`src/logic/dcr_map.svh`:
```
// Register map, field positions and reset values of the DMA channel control registers
`ifndef DCR_MAP_SVH
`define DCR_MAP_SVH

// ----------------------------------------------------------------
// Register addresses
// ----------------------------------------------------------------
`define DCR_ADDR_DONE_FLAGS    8'hd1
`define DCR_ADDR_SHARED_LOW    8'hd2
`define DCR_ADDR_SHARED_HIGH   8'hd3
`define DCR_ADDR_FIRST_LOW     8'hd4
`define DCR_ADDR_FIRST_HIGH    8'hd5
`define DCR_ADDR_ARM_CTRL      8'hd6
`define DCR_ADDR_MANUAL_TRIGGER_SELECT   8'hd7

// ----------------------------------------------------------------
// Fields and reset values
// ----------------------------------------------------------------
`define DCR_ABORT_BIT          7
`define DCR_CHAN_COUNT         5
`define DCR_TRIGGER_SELECT_SEL_WIDTH     5
`define DCR_TRIGGER_SELECT_SEL_NONE      5'h00
`define DCR_PTR_RESET          8'h00
`define DCR_UNMAPPED_READ      8'h00

`endif

```
`src/logic/dcr_pkg.sv`:
```
// Shared types of the DMA channel control registers
package dcr_pkg;
	// One register byte
	typedef logic [7:0]  dcr_byte_t;
	// One descriptor pointer
	typedef logic [15:0] dcr_ptr_t;
endpackage : dcr_pkg

```
`src/logic/dcr_chan.sv`:
```
// Per-channel arm, manual request, done flag and trigger logic
`timescale 1ns/10ps
`include "dcr_map.svh"

module dcr_chan
(
	// Clock and reset
	input  wire logic                            ref_clk,
	input  wire logic                            resetn,
	// Register write strobes and data bits for this channel
	input  wire logic                            arm_wr,
	input  wire logic                            abort_wr,
	input  wire logic                            req_wr,
	input  wire logic                            flag_wr,
	input  wire logic                            arm_wbit,
	input  wire logic                            req_wbit,
	input  wire logic                            flag_wbit,
	// Transfer engine side
	input  wire logic                            grant,
	input  wire logic                            count_done,
	input  wire logic                            repeat_mode,
	input  wire logic                            hw_trigger_select,
	input  wire logic [`DCR_TRIGGER_SELECT_SEL_WIDTH-1:0]  trigger_select_select,
	input  wire logic                            done_interrupt_enable,
	// Channel state
	output logic                                 channel_arm_bit,
	output logic                                 manual_trigger_request,
	output logic                                 channel_done_flag,
	output logic                                 trigger_select_event,
	output logic                                 irq_hit
);

	// ----------------------------------------------------------------
	// Next-value decode
	// ----------------------------------------------------------------
	wire logic abort_sel    = arm_wr && abort_wr && arm_wbit;   // Abort aimed here
	wire logic normal_arm   = arm_wr && !abort_wr;              // Plain arm write
	wire logic auto_disarm  = count_done && !repeat_mode;       // One-shot finished
	wire logic req_set      = req_wr && req_wbit;               // Only a one sets
	wire logic flag_clr     = flag_wr && !flag_wbit;            // Only a zero clears
	wire logic hw_enabled   = (trigger_select_select != `DCR_TRIGGER_SELECT_SEL_NONE); // Hardware trigger on
	wire logic next_arm;
	wire logic next_req;
	wire logic next_flag;
	wire logic next_trigger_select;

	// Abort first, then software write, then automatic disarm
	assign next_arm  = abort_sel   ? 1'b0 :
	                   normal_arm  ? arm_wbit :
	                   auto_disarm ? 1'b0 :
	                   channel_arm_bit;
	// Set wins over grant clear; abort drops a pending request
	assign next_req  = req_set ? 1'b1 :
	                   (grant || abort_sel) ? 1'b0 :
	                   manual_trigger_request;
	// Completion wins over a software clear
	assign next_flag = count_done ? 1'b1 :
	                   flag_clr ? 1'b0 :
	                   channel_done_flag;
	// One trigger per fresh manual request or selected hardware event
	assign next_trigger_select = channel_arm_bit &&
	                   ((req_set && !manual_trigger_request) ||
	                    (hw_enabled && hw_trigger_select));

	// ----------------------------------------------------------------
	// State flops
	// ----------------------------------------------------------------
	always_ff @(posedge ref_clk)
	begin
		if (!resetn)
		begin
			channel_arm_bit        <= 1'b0;
			manual_trigger_request <= 1'b0;
			channel_done_flag      <= 1'b0;
			trigger_select_event             <= 1'b0;
			irq_hit                <= 1'b0;
		end
		else
		begin
			channel_arm_bit        <= next_arm;
			manual_trigger_request <= next_req;
			channel_done_flag      <= next_flag;
			trigger_select_event             <= next_trigger_select;
			irq_hit                <= count_done && done_interrupt_enable;
		end
	end

endmodule : dcr_chan

```
`src/logic/dcr_regs.sv`:
```
// Special function registers and channel control of the DMA controller
`timescale 1ns/10ps
`include "dcr_map.svh"

module dcr_regs
#(
	parameter int NUM_CH = `DCR_CHAN_COUNT  // Channel count, register layout fixes it
)
(
	// Clock and reset
	input  wire logic                              ref_clk,
	input  wire logic                              resetn,
	// Processor register port
	input  wire logic [7:0]                        sfr_addr,
	input  wire logic                              sfr_wr,
	input  wire logic                              sfr_rd,
	input  wire logic [7:0]                        sfr_wdata,
	output dcr_pkg::dcr_byte_t                     sfr_rdata,
	// Transfer engine inputs, one bit per channel, trigger selects five bits per channel
	input  wire logic [NUM_CH-1:0]                 chan_grant,
	input  wire logic [NUM_CH-1:0]                 chan_count_done,
	input  wire logic [NUM_CH-1:0]                 chan_repeat,
	input  wire logic [NUM_CH-1:0]                 chan_hw_trigger_select,
	input  wire logic [NUM_CH-1:0]                 done_interrupt_enable,
	input  wire logic [NUM_CH*`DCR_TRIGGER_SELECT_SEL_WIDTH-1:0] trigger_select,
	// Channel state toward the transfer engine
	output logic [NUM_CH-1:0]                      channel_arm_bit,
	output logic [NUM_CH-1:0]                      manual_trigger_request,
	output logic [NUM_CH-1:0]                      channel_done_flag,
	output logic [NUM_CH-1:0]                      chan_trigger_select_event,
	output logic                                   abort_pulse,
	output logic                                   done_irq,
	// Descriptor pointers
	output dcr_pkg::dcr_ptr_t                      first_channel_descriptor_pointer,
	output dcr_pkg::dcr_ptr_t                      shared_descriptor_pointer
);

	// ----------------------------------------------------------------
	// Parameter check
	// ----------------------------------------------------------------
	// The register bytes hold exactly five channel bits below the abort bit
	if (NUM_CH != `DCR_CHAN_COUNT)
	begin : g_bad_num_ch
		$error("NUM_CH must equal the register channel count");
	end

	// ----------------------------------------------------------------
	// Address decode
	// ----------------------------------------------------------------
	wire logic sel_flags  = (sfr_addr == `DCR_ADDR_DONE_FLAGS);  // Done flags
	wire logic sel_sh_lo  = (sfr_addr == `DCR_ADDR_SHARED_LOW);  // Shared pointer low
	wire logic sel_sh_hi  = (sfr_addr == `DCR_ADDR_SHARED_HIGH); // Shared pointer high
	wire logic sel_f_lo   = (sfr_addr == `DCR_ADDR_FIRST_LOW);   // Channel 0 pointer low
	wire logic sel_f_hi   = (sfr_addr == `DCR_ADDR_FIRST_HIGH);  // Channel 0 pointer high
	wire logic sel_arm    = (sfr_addr == `DCR_ADDR_ARM_CTRL);    // Arm control
	wire logic sel_req    = (sfr_addr == `DCR_ADDR_MANUAL_TRIGGER_SELECT); // Manual trigger
	wire logic wr_flags   = sfr_wr && sel_flags;
	wire logic wr_arm     = sfr_wr && sel_arm;
	wire logic wr_req     = sfr_wr && sel_req;
	wire logic wr_abort   = wr_arm && sfr_wdata[`DCR_ABORT_BIT];
	wire logic [NUM_CH-1:0] irq_hits;                            // Per-channel masked done

	// ----------------------------------------------------------------
	// Read mux
	// ----------------------------------------------------------------
	wire dcr_pkg::dcr_byte_t pad_arm;
	wire dcr_pkg::dcr_byte_t pad_req;
	wire dcr_pkg::dcr_byte_t pad_flags;
	wire dcr_pkg::dcr_byte_t next_rdata;

	// Abort and unused bits always read zero
	assign pad_arm   = {{(8-NUM_CH){1'b0}}, channel_arm_bit};
	assign pad_req   = {{(8-NUM_CH){1'b0}}, manual_trigger_request};
	assign pad_flags = {{(8-NUM_CH){1'b0}}, channel_done_flag};
	assign next_rdata =
		sel_flags ? pad_flags :
		sel_sh_lo ? shared_descriptor_pointer[7:0] :
		sel_sh_hi ? shared_descriptor_pointer[15:8] :
		sel_f_lo  ? first_channel_descriptor_pointer[7:0] :
		sel_f_hi  ? first_channel_descriptor_pointer[15:8] :
		sel_arm   ? pad_arm :
		sel_req   ? pad_req :
		`DCR_UNMAPPED_READ;

	// Read data registered on the read strobe, held otherwise
	always_ff @(posedge ref_clk)
	begin
		if (!resetn)
			sfr_rdata <= 8'h00;
		else if (sfr_rd)
			sfr_rdata <= next_rdata;
	end

	// ----------------------------------------------------------------
	// Descriptor pointers
	// ----------------------------------------------------------------
	// Byte-wide loads, both pointers reset to zero
	always_ff @(posedge ref_clk)
	begin
		if (!resetn)
		begin
			first_channel_descriptor_pointer <= {`DCR_PTR_RESET, `DCR_PTR_RESET};
			shared_descriptor_pointer        <= {`DCR_PTR_RESET, `DCR_PTR_RESET};
		end
		else if (sfr_wr)
		begin
			if (sel_f_lo)
				first_channel_descriptor_pointer[7:0]  <= sfr_wdata;
			if (sel_f_hi)
				first_channel_descriptor_pointer[15:8] <= sfr_wdata;
			if (sel_sh_lo)
				shared_descriptor_pointer[7:0]         <= sfr_wdata;
			if (sel_sh_hi)
				shared_descriptor_pointer[15:8]        <= sfr_wdata;
		end
	end

	// ----------------------------------------------------------------
	// Abort pulse and combined interrupt request
	// ----------------------------------------------------------------
	// Abort tells the engine to stop the transfer in flight
	always_ff @(posedge ref_clk)
	begin
		if (!resetn)
		begin
			abort_pulse <= 1'b0;
			done_irq    <= 1'b0;
		end
		else
		begin
			abort_pulse <= wr_abort;
			done_irq    <= |(chan_count_done & done_interrupt_enable);
		end
	end

	// ----------------------------------------------------------------
	// Channels
	// ----------------------------------------------------------------
	for (genvar ch = 0; ch < NUM_CH; ch++)
	begin : g_chan
		dcr_chan u_chan
		(
			.ref_clk                (ref_clk),
			.resetn                 (resetn),
			.arm_wr                 (wr_arm),
			.abort_wr               (wr_abort),
			.req_wr                 (wr_req),
			.flag_wr                (wr_flags),
			.arm_wbit               (sfr_wdata[ch]),
			.req_wbit               (sfr_wdata[ch]),
			.flag_wbit              (sfr_wdata[ch]),
			.grant                  (chan_grant[ch]),
			.count_done             (chan_count_done[ch]),
			.repeat_mode            (chan_repeat[ch]),
			.hw_trigger_select                (chan_hw_trigger_select[ch]),
			.trigger_select_select            (trigger_select[ch*`DCR_TRIGGER_SELECT_SEL_WIDTH +:
			                                        `DCR_TRIGGER_SELECT_SEL_WIDTH]),
			.done_interrupt_enable  (done_interrupt_enable[ch]),
			.channel_arm_bit        (channel_arm_bit[ch]),
			.manual_trigger_request (manual_trigger_request[ch]),
			.channel_done_flag      (channel_done_flag[ch]),
			.trigger_select_event             (chan_trigger_select_event[ch]),
			.irq_hit                (irq_hits[ch])
		);
	end
endmodule : dcr_regs

```
`config.mk`:
```
export PLATFORM = sky130hd
export DESIGN_NAME = dcr_regs
export DESIGN_NICKNAME = d
export VERILOG_FILES = /design/src/logic/dcr_pkg.sv /design/src/logic/dcr_chan.sv /design/src/logic/dcr_regs.sv
export VERILOG_INCLUDE_DIRS = /design/src /design/src/logic
export SDC_FILE = /design/constraint.sdc
export NUM_CORES = 1
export LEC_CHECK = 0
export BUFFER_PORTS_ARGS = -buffer_cell sky130_fd_sc_hd__buf_2
export CORE_MARGIN = 8
export CORE_UTILIZATION = 36
export DETAILED_ROUTE_END_ITERATION = 16
export GPL_ROUTABILITY_DRIVEN = 0
export PLACE_DENSITY = 0.65
export SYNTH_ARGS = -nofsm -noshare
export SYNTH_HDL_FRONTEND = slang
export SYNTH_SLANG_ARGS = --single-unit
```
`constraint.sdc`:
```
create_clock -name ref_clk -period 1.3 [get_ports ref_clk]
set_input_delay 0.195 -clock ref_clk [delete_from_list [all_inputs] [get_ports ref_clk]]
set_output_delay 0.195 -clock ref_clk [all_outputs]
set_load 0.02 [all_outputs]
```
# Yosys cells after proc, flatten, opt, wreduce, memory -nomap -nowiden
# Cells that the tools add are included.
# classes
reduce_logical	97
n_eq_ne	7
muxes	37
bitwise_logic	2
# ops
cell	count
$eq A8 B8 Y1 const B	7
$logic_and A1 B1 Y1	41
$mux W8	5
$mux W1	30
$reduce_bool A2 Y1	15
$reduce_bool A5 Y1	5
$logic_not A1 Y1	16
$logic_or A1 B1 Y1	10
$mux W5	2
$reduce_or A2 Y1	5
$reduce_and A2 Y1	4
$and A5 B5 Y5	1
$reduce_or A5 Y1	1
$not A1 Y1	1
# word_totals
in_bits	70
output_inout_bits	62
word_cells	170
reg_bits	62

# Depth between registers and ports, before layout
# Gate-level depths: netlist of run 1.
# depth
word_depth	8
depth_mapped	7
ltp_nobuf	4

# Modules after synthesis
# A second synthesis of run 1 with hierarchy kept.
# hier_totals
cells_unflattened	377
hier_area_um2	3254.4
# by_module_without_submodules
mod	area_per_inst_um2	seq_area_each_um2	cells_per_inst	n_inst
dcr_regs	2190.9	840.8	257	1
dcr_chan	212.7	100.1	24	5

# Worst setup path before layout of run 1
# Ideal clock, no wire load.
# synth_path
path_type	input to register
start	in sfr_addr[5]
end	reg first_channel_descriptor_pointer[13]
setup_time_ns	0.117
path_buffers	2
setup_slack_ns	-0.030
cell_stages	6
arrival_ns	1.213
path_cell_list	nand4b_4 or3_1 buf_2 buf_6 nand3_1 o21ai_1
# synth_between
elab_chain_len	2
# synth_rtl
item	line	source
start, declared	dcr_regs.sv:14	input wire logic [7:0] sfr_addr,
$eq A8 B8 Y1 (no line)	--	
$reduce_and A2 Y1 (no line)	--	
end signal, assigned	dcr_regs.sv:102	first_channel_descriptor_pointer <= {`DCR_PTR_RESET, `DCR_PTR_RESET};
end signal, assigned	dcr_regs.sv:110	first_channel_descriptor_pointer[15:8] <= sfr_wdata;
end, declared	dcr_regs.sv:34	output dcr_pkg::dcr_ptr_t first_channel_descriptor_pointer,
# Every way passes these cells.
# A chain may end at the register's enable or synchronous reset.

# Worst setup path after layout of run 1
# layout_path
start	reg g_chan[3].u_chan.channel_arm_bit
end	out channel_arm_bit[3]
# layout_rtl
item	line	source
start, declared	dcr_chan.sv:26	output logic channel_arm_bit,
start signal, assigned	dcr_chan.sv:80	channel_arm_bit <= next_arm;
end, declared	dcr_regs.sv:27	output logic [NUM_CH-1:0] channel_arm_bit,
# No word-level cell between the ends.

==> run summary, run 1 <==
======================================================================================
Number of buffers created by CTS ........................................            9
Via count normalized by instance count ..................................         5.22
Sum of negative setup slack .............................................         0 ns
Fillcell total ..........................................................          844
Vias ....................................................................         3223
Part of the Yosys area used for sequential elements .....................        39.2%
Total Nets Final ........................................................          576
Number of gates resized after cts .......................................            0
Port bufs ...............................................................          131
Power per standard cell area ............................................  1010 nW/um2
Type of destination of the critical path ................................  output port
Worst hold stages .......................................................            3
Area added between synthesis and finish .................................        34.0%
Post-synth EDFFs ........................................................            0
Worst setup skew after layout ...........................................   0.00654 ns
Largest buffer count on any clock path ..................................            2
Floorplan die width .....................................................       110 um
Row count ...............................................................           34
Count of yosys warnings during synthesis ................................            0
Core Box Area ...........................................................     8640 um2
Clock net sink count ....................................................           62
Height of the die .......................................................       110 um
Leading cell type in the layout, fill and taps excluded ................. sky130_fd_sc_hd__buf_2
Fraction of layout cells with a size suffix above 1 .....................        38.6%
Cells on worst reg2reg path .............................................            4
Element type at the critical path start .................................         flop
Total leakage power .....................................................      1.99 nW
Maximum number of pins on one net before global-route repair ............           38
Count of different cell masters after synthesis .........................           46
Cell at the root of the clock tree ...................................... sky130_fd_sc_hd__clkbuf_8
Arrival time reported for the critical path endpoint ....................      1.02 ns
Clock slew at the register clock pins of the worst setup and hold paths .      0.07 ns
Number of global-route vias before repair ...............................         3187
Cell count after synthesis ..............................................          375
Avg WL per Cell .........................................................      17.5 um
Global Route Usage Sum ..................................................        17.4%
Final worst-path setup slack ............................................    0.0851 ns
CP Max Fanout ...........................................................            4
Mean area per synthesized cell ..........................................     8.45 um2
Most used cells in the layout excluding fill and tap cells .............. sky130_fd_sc_hd__buf_2, sky130_fd_sc_hd__dfxtp_1, sky130_fd_sc_hd__buf_4
Tcrit/Tclk final ........................................................        93.5%
Estimated wirelength of the detail-placed design ........................      8580 um
Number of setup violations in the final report ..........................            0
Prevailing post-synth register cell ..................................... sky130_fd_sc_hd__dfxtp_1
Rel. slew slack .........................................................        75.9%
Die area ................................................................    12100 um2
Maximum clock frequency .................................................      823 MHz
Flop and latch count out of synthesis ...................................           62
Ant. Diodes .............................................................            0
Starting density of the core ............................................        36.7%
Final Max Tran Viols ....................................................            0
Endpoints failing hold ..................................................            0
Netlist Area Pre-Place ..................................................     3170 um2
Post-cts hold buffer count ..............................................            0
Max rail drop VDD .......................................................     0.558 mV
Crit path kind ..........................................................   reg -> out
H-tree depth reported by CTS ............................................            3
Transition time of the tightest slew-check pin ..........................     0.358 ns
Number of buffers inserted by post-CTS setup repair .....................            0
Initial antenna violation count .........................................            0
# IOs ...................................................................          132
Total overflow reported by the global router ............................            0
Post-detailed-route count of antenna-violating nets .....................            0
Mapped Nets .............................................................          445
Post-detailed-routing wire length .......................................     10800 um
Required time at the worst-slack endpoint ...............................      1.11 ns
CTS tree ................................................................          yes
Worst slack at placement ................................................    -0.113 ns
Unrepaired setup endpoints after global routing .........................           no
Number of design rule violations left after detail routing ..............            0
Clk Latency, worst-skew pair ............................................      0.34 ns
Wire length of the first global-routing pass ............................     16500 um
Type of the most critical hold path .....................................    in -> reg
Fraction of registers with async set or reset after synthesis ...........           0%
DRC violation total after the first TritonRoute iteration ...............          151
Min cycle time layout ...................................................      1.21 ns
Result of the run ....................................................... finished clean
Count of TritonRoute iterations in the first routing pass ...............            5
Number of max-cap violations ............................................            0
======================================================================================
## layout make-up
| cell class | instances | area, um2 | area share, % |
|---|---|---|---|
| well taps | 108 | 135 | 3.18 |
| clock inverters | 4 | 70.1 | 1.65 |
| clock buffers | 11 | 151 | 3.57 |
| inverters | 11 | 41.3 | 0.973 |
| repair buffers | 169 | 991 | 23.3 |
| multi-input cells | 253 | 1620 | 38.0 |
| flip-flops and latches | 62 | 1240 | 29.2 |
## metrics by stage
stage | area (um2) | hold WS (ns) | utilization, % | std cells | total power, mW
floorplan | 3190 | 0.325 | - | 375 | 2.20
global placement | 4020 | 0.463 | 46.6 | 603 | 2.43
detailed placement | 4020 | 0.456 | 46.6 | 603 | 2.44
CTS | 4250 | 0.121 | 49.2 | 618 | 4.33
global route | 4250 | 0.124 | 49.2 | 618 | 4.46
finish | 4250 | 0.130 | 49.2 | 618 | 4.31
## Yosys cell counts (all sizes together) (8+ instances only)
cell	count	area, um2
a21oi	26	130
nand2	32	120
dfxtp	62	1240
a31oi	8	50.1
nand3	19	95.1
nor2b	19	119
o22ai	12	75.1
mux2i	19	190
inv	11	41.3
o21ai	24	120
clkbuf	13	48.8
nor2	21	78.8
buf	36	235
## state kept, by name, summed over array words and instances, names as in the netlist
name                                  count
abort_pulse                               1
done_irq                                  1
first_channel_descriptor_pointer         16
g_chan.u_chan.channel_arm_bit             5
g_chan.u_chan.channel_done_flag           5
g_chan.u_chan.manual_trigger_request      5
g_chan.u_chan.trigger_select_event        5
sfr_rdata                                 8
shared_descriptor_pointer                16
## critical path, stage by stage, from the launching register on
cell and delay [ns]:
sky130_fd_sc_hd__dfxtp_1 0.35, sky130_fd_sc_hd__buf_4 0.16, sky130_fd_sc_hd__buf_2 0.17
## logic make-up (layout without fill, tap and decap cells)
logic type	Yosys count	count (layout)	share of synthesized area [%]
buffers and inverters	60	195	10.3
AOI/OAI and AO/OA	101	101	20.2
DFF	62	62	39.2
and+or+nand+nor	133	133	24.4
muxes	19	19	6.00
## report_power, final
group / switching [mW] / total, mW / leakage (nW) / internal, mW
clock: 0.746 / 1.91 / 0.115 / 1.17
combinational: 0.261 / 0.468 / 1.37 / 0.208
sequential: 0.0107 / 1.93 / 0.501 / 1.91
## routing by layer
layer  share of wire [%]  global-route usage [%]  vias to the layer above
met3                 6.1                    4.22                       14
met2                  52                    30.1                       99
met5                   0                       0                        -
met1                  40                    20.5                     1502
met4                 1.3                    6.17                        0
li1                    -                       -                     1608
## path summary, 6_finish.rpt
kind / start / to / slack, ns
worst max-delay path: g_chan[3].u_chan.channel_arm_bit / channel_arm_bit[3] / 0.09
worst min-delay path: chan_count_done[0] / g_chan[0].u_chan.channel_done_flag / 0.13
worst max register to register: g_chan[3].u_chan.manual_trigger_request / sfr_rdata[3] / 0.14
worst min register to register: sfr_rdata[4] / sfr_rdata[4] / 0.47
Note: power is estimated with default switching activity, not from simulation.
==> run 2, diff against run 1 <==
--- a/config.mk
+++ b/config.mk
@@ -12,6 +12,7 @@
 export DETAILED_ROUTE_END_ITERATION = 16
 export GPL_ROUTABILITY_DRIVEN = 0
 export PLACE_DENSITY = 0.65
+export REMOVE_ABC_BUFFERS = 1
 export SYNTH_ARGS = -nofsm -noshare
 export SYNTH_HDL_FRONTEND = slang
 export SYNTH_SLANG_ARGS = --single-unit
==> run summary, run 2 (synthesis results as in run 1) <==
======================================================================================
Result of the run ....................................................... finished clean
Post-detailed-route count of antenna-violating nets .....................            0
Initial antenna violation count .........................................            0
Clock slew at the register clock pins of the worst setup and hold paths .      0.07 ns
Gate family responsible for the most delay along the worst path .........   flip-flops
CTS tree ................................................................          yes
Clk Latency, worst-skew pair ............................................      0.35 ns
DRC violation total after the first TritonRoute iteration ...............          176
Tcrit/Tclk final ........................................................        95.9%
# IOs ...................................................................          132
Final worst-path setup slack ............................................    0.0532 ns
Crit path kind ..........................................................   reg -> out
CP Max Fanout ...........................................................            4
Most used cells in the layout excluding fill and tap cells .............. sky130_fd_sc_hd__buf_2, sky130_fd_sc_hd__dfxtp_1, sky130_fd_sc_hd__buf_4
Max stage delay cell, worst path ........................................ sky130_fd_sc_hd__dfxtp_1
Number of max-cap violations ............................................            0
Source of the worst hold timing path .................................... chan_count_done[1]
Required time at the worst-slack endpoint ...............................      1.11 ns
Wire length of the first global-routing pass ............................     17100 um
Endpoints failing hold ..................................................            0
Total chip power ........................................................      4.34 mW
Unrepaired setup endpoints after global routing .........................           no
Cell at the root of the clock tree ...................................... sky130_fd_sc_hd__clkbuf_8
Leading cell type in the layout, fill and taps excluded ................. sky130_fd_sc_hd__buf_2
Transition time of the tightest slew-check pin ..........................     0.378 ns
Total overflow reported by the global router ............................            0
Number of setup violations in the final report ..........................            0
Cell area after layout ..................................................     4250 um2
Ant. Diodes .............................................................            0
Number of buffers created by CTS ........................................            9
Maximum number of pins on one net before global-route repair ............           38
H-tree depth reported by CTS ............................................            3
Total leakage power .....................................................      1.99 nW
Fillcell total ..........................................................          871
Launch point of the critical path ....................................... g_chan[2].u_chan.channel_arm_bit
Global Route Usage Sum ..................................................        18.3%
Post-detailed-routing wire length .......................................     11300 um
Type of destination of the critical path ................................  output port
Utilization of the core after routing ...................................        49.2%
Floorplan die width .....................................................       110 um
Maximum clock frequency .................................................      802 MHz
Vias ....................................................................         3351
Power per standard cell area ............................................  1020 nW/um2
Count of TritonRoute iterations in the first routing pass ...............            4
Number of global-route vias before repair ...............................         3337
Min cycle time layout ...................................................      1.25 ns
Worst hold slack ........................................................     0.132 ns
Max rail drop VDD .......................................................     0.510 mV
Avg WL per Cell .........................................................      18.1 um
Buf/Inv on CP ...........................................................            2
Crit path largest cell delay ............................................      0.38 ns
Registers with the highest flip-flop counts ............................. first_channel_descriptor_pointer (16), shared_descriptor_pointer (16), sfr_rdata (8)
Post-place instance area ................................................     4010 um2
Arrival time reported for the critical path endpoint ....................      1.05 ns
Die area ................................................................    12100 um2
Rel. slew slack .........................................................        74.8%
Starting density of the core ............................................        36.7%
Number of design rule violations left after detail routing ..............            0
Port bufs ...............................................................          131
Post-cts hold buffer count ..............................................            0
Via count normalized by instance count ..................................         5.37
Final Max Tran Viols ....................................................            0
Worst slack at placement ................................................    -0.172 ns
Type of the most critical hold path .....................................    in -> reg
Element type at the critical path start .................................         flop
Estimated wirelength of the detail-placed design ........................      8900 um
Startpoint of the lowest-slack register-to-register path ................ g_chan[0].u_chan.manual_trigger_request
Total Nets Final ........................................................          581
Height of the die .......................................................       110 um
Clock net sink count ....................................................           62
Core Box Area ...........................................................     8640 um2
Worst setup skew after layout ...........................................    0.0104 ns
Largest buffer count on any clock path ..................................            2
Area added between synthesis and finish .................................        34.0%
Critical path cell sequence ............................................. buf_4 > buf_2
Fraction of layout cells with a size suffix above 1 .....................        39.1%
Row count ...............................................................           34
======================================================================================
-- run 2: cell count changes in the layout (fill, tap and decap cells not counted) --
cell                         change
sky130_fd_sc_hd__buf_12          -3
sky130_fd_sc_hd__buf_4           +8
sky130_fd_sc_hd__clkinv_2        -1
sky130_fd_sc_hd__clkinv_4        +1
sky130_fd_sc_hd__clkinvlp_4      +1
sky130_fd_sc_hd__dfxtp_1         -1
sky130_fd_sc_hd__dfxtp_2         +1
sky130_fd_sc_hd__nand2b_1        +1
sky130_fd_sc_hd__nand2b_4        -1
sky130_fd_sc_hd__or3_1           +1
sky130_fd_sc_hd__or3_4           -1
-- run 2: path summary, 6_finish.rpt --
check                                         to  slack (ns)  depth (start not counted)
max                           channel_arm_bit[2]        0.05                          2
min           g_chan[1].u_chan.channel_done_flag        0.13                          3
max reg2reg                         sfr_rdata[0]        0.18                          4
min reg2reg  first_channel_descriptor_pointer[4]        0.48                          2
-- run 2: worst reg2reg max path, delay by kind of cell, from the launching register on --
| kind | cells | cell delay, ns |
|---|---|---|
| flip-flops | 1 | 0.41 |
| multiplexers | 1 | 0.10 |
| AO/OA/AOI/OAI | 3 | 0.53 |
-- run 2: per-stage QoR --
stage,instances,TNS (ns)
after detailed placement,608,-4.71
final,624,0
after global placement,608,-3.58
after CTS,624,0
after global routing,624,0
after floorplan,326,-0.837
-- run 2: area by class of cell --
type | instances | area [um2] | area share (%)
inverter | 11 | 41.3 | 0.973
clock buffer | 11 | 151 | 3.57
tap | 108 | 135 | 3.18
multi-input combinational | 253 | 1600 | 37.8
sequential | 62 | 1240 | 29.3
timing repair buffer | 174 | 991 | 23.3
clock inverter | 5 | 81.3 | 1.92
-- run 2: power by group --
group	internal (mW)	switching (mW)	total (mW)	leakage, nW
Sequential	1.91	0.0118	1.93	0.502
Clock	1.18	0.762	1.95	0.116
Combinational	0.201	0.269	0.470	1.38
-- run 2: layer usage --
metal  global-route usage [%]  wire length, um
met1                     22.8             4880
met4                     7.14              164
met3                     3.87              829
met2                     30.3             5420
met5                        0                0
-- run 2: repair_timing --
action                     4_1_cts  5_1_grt
setup endpoints to repair        0        1
resized for setup                0        1
buffers inserted                 0        0
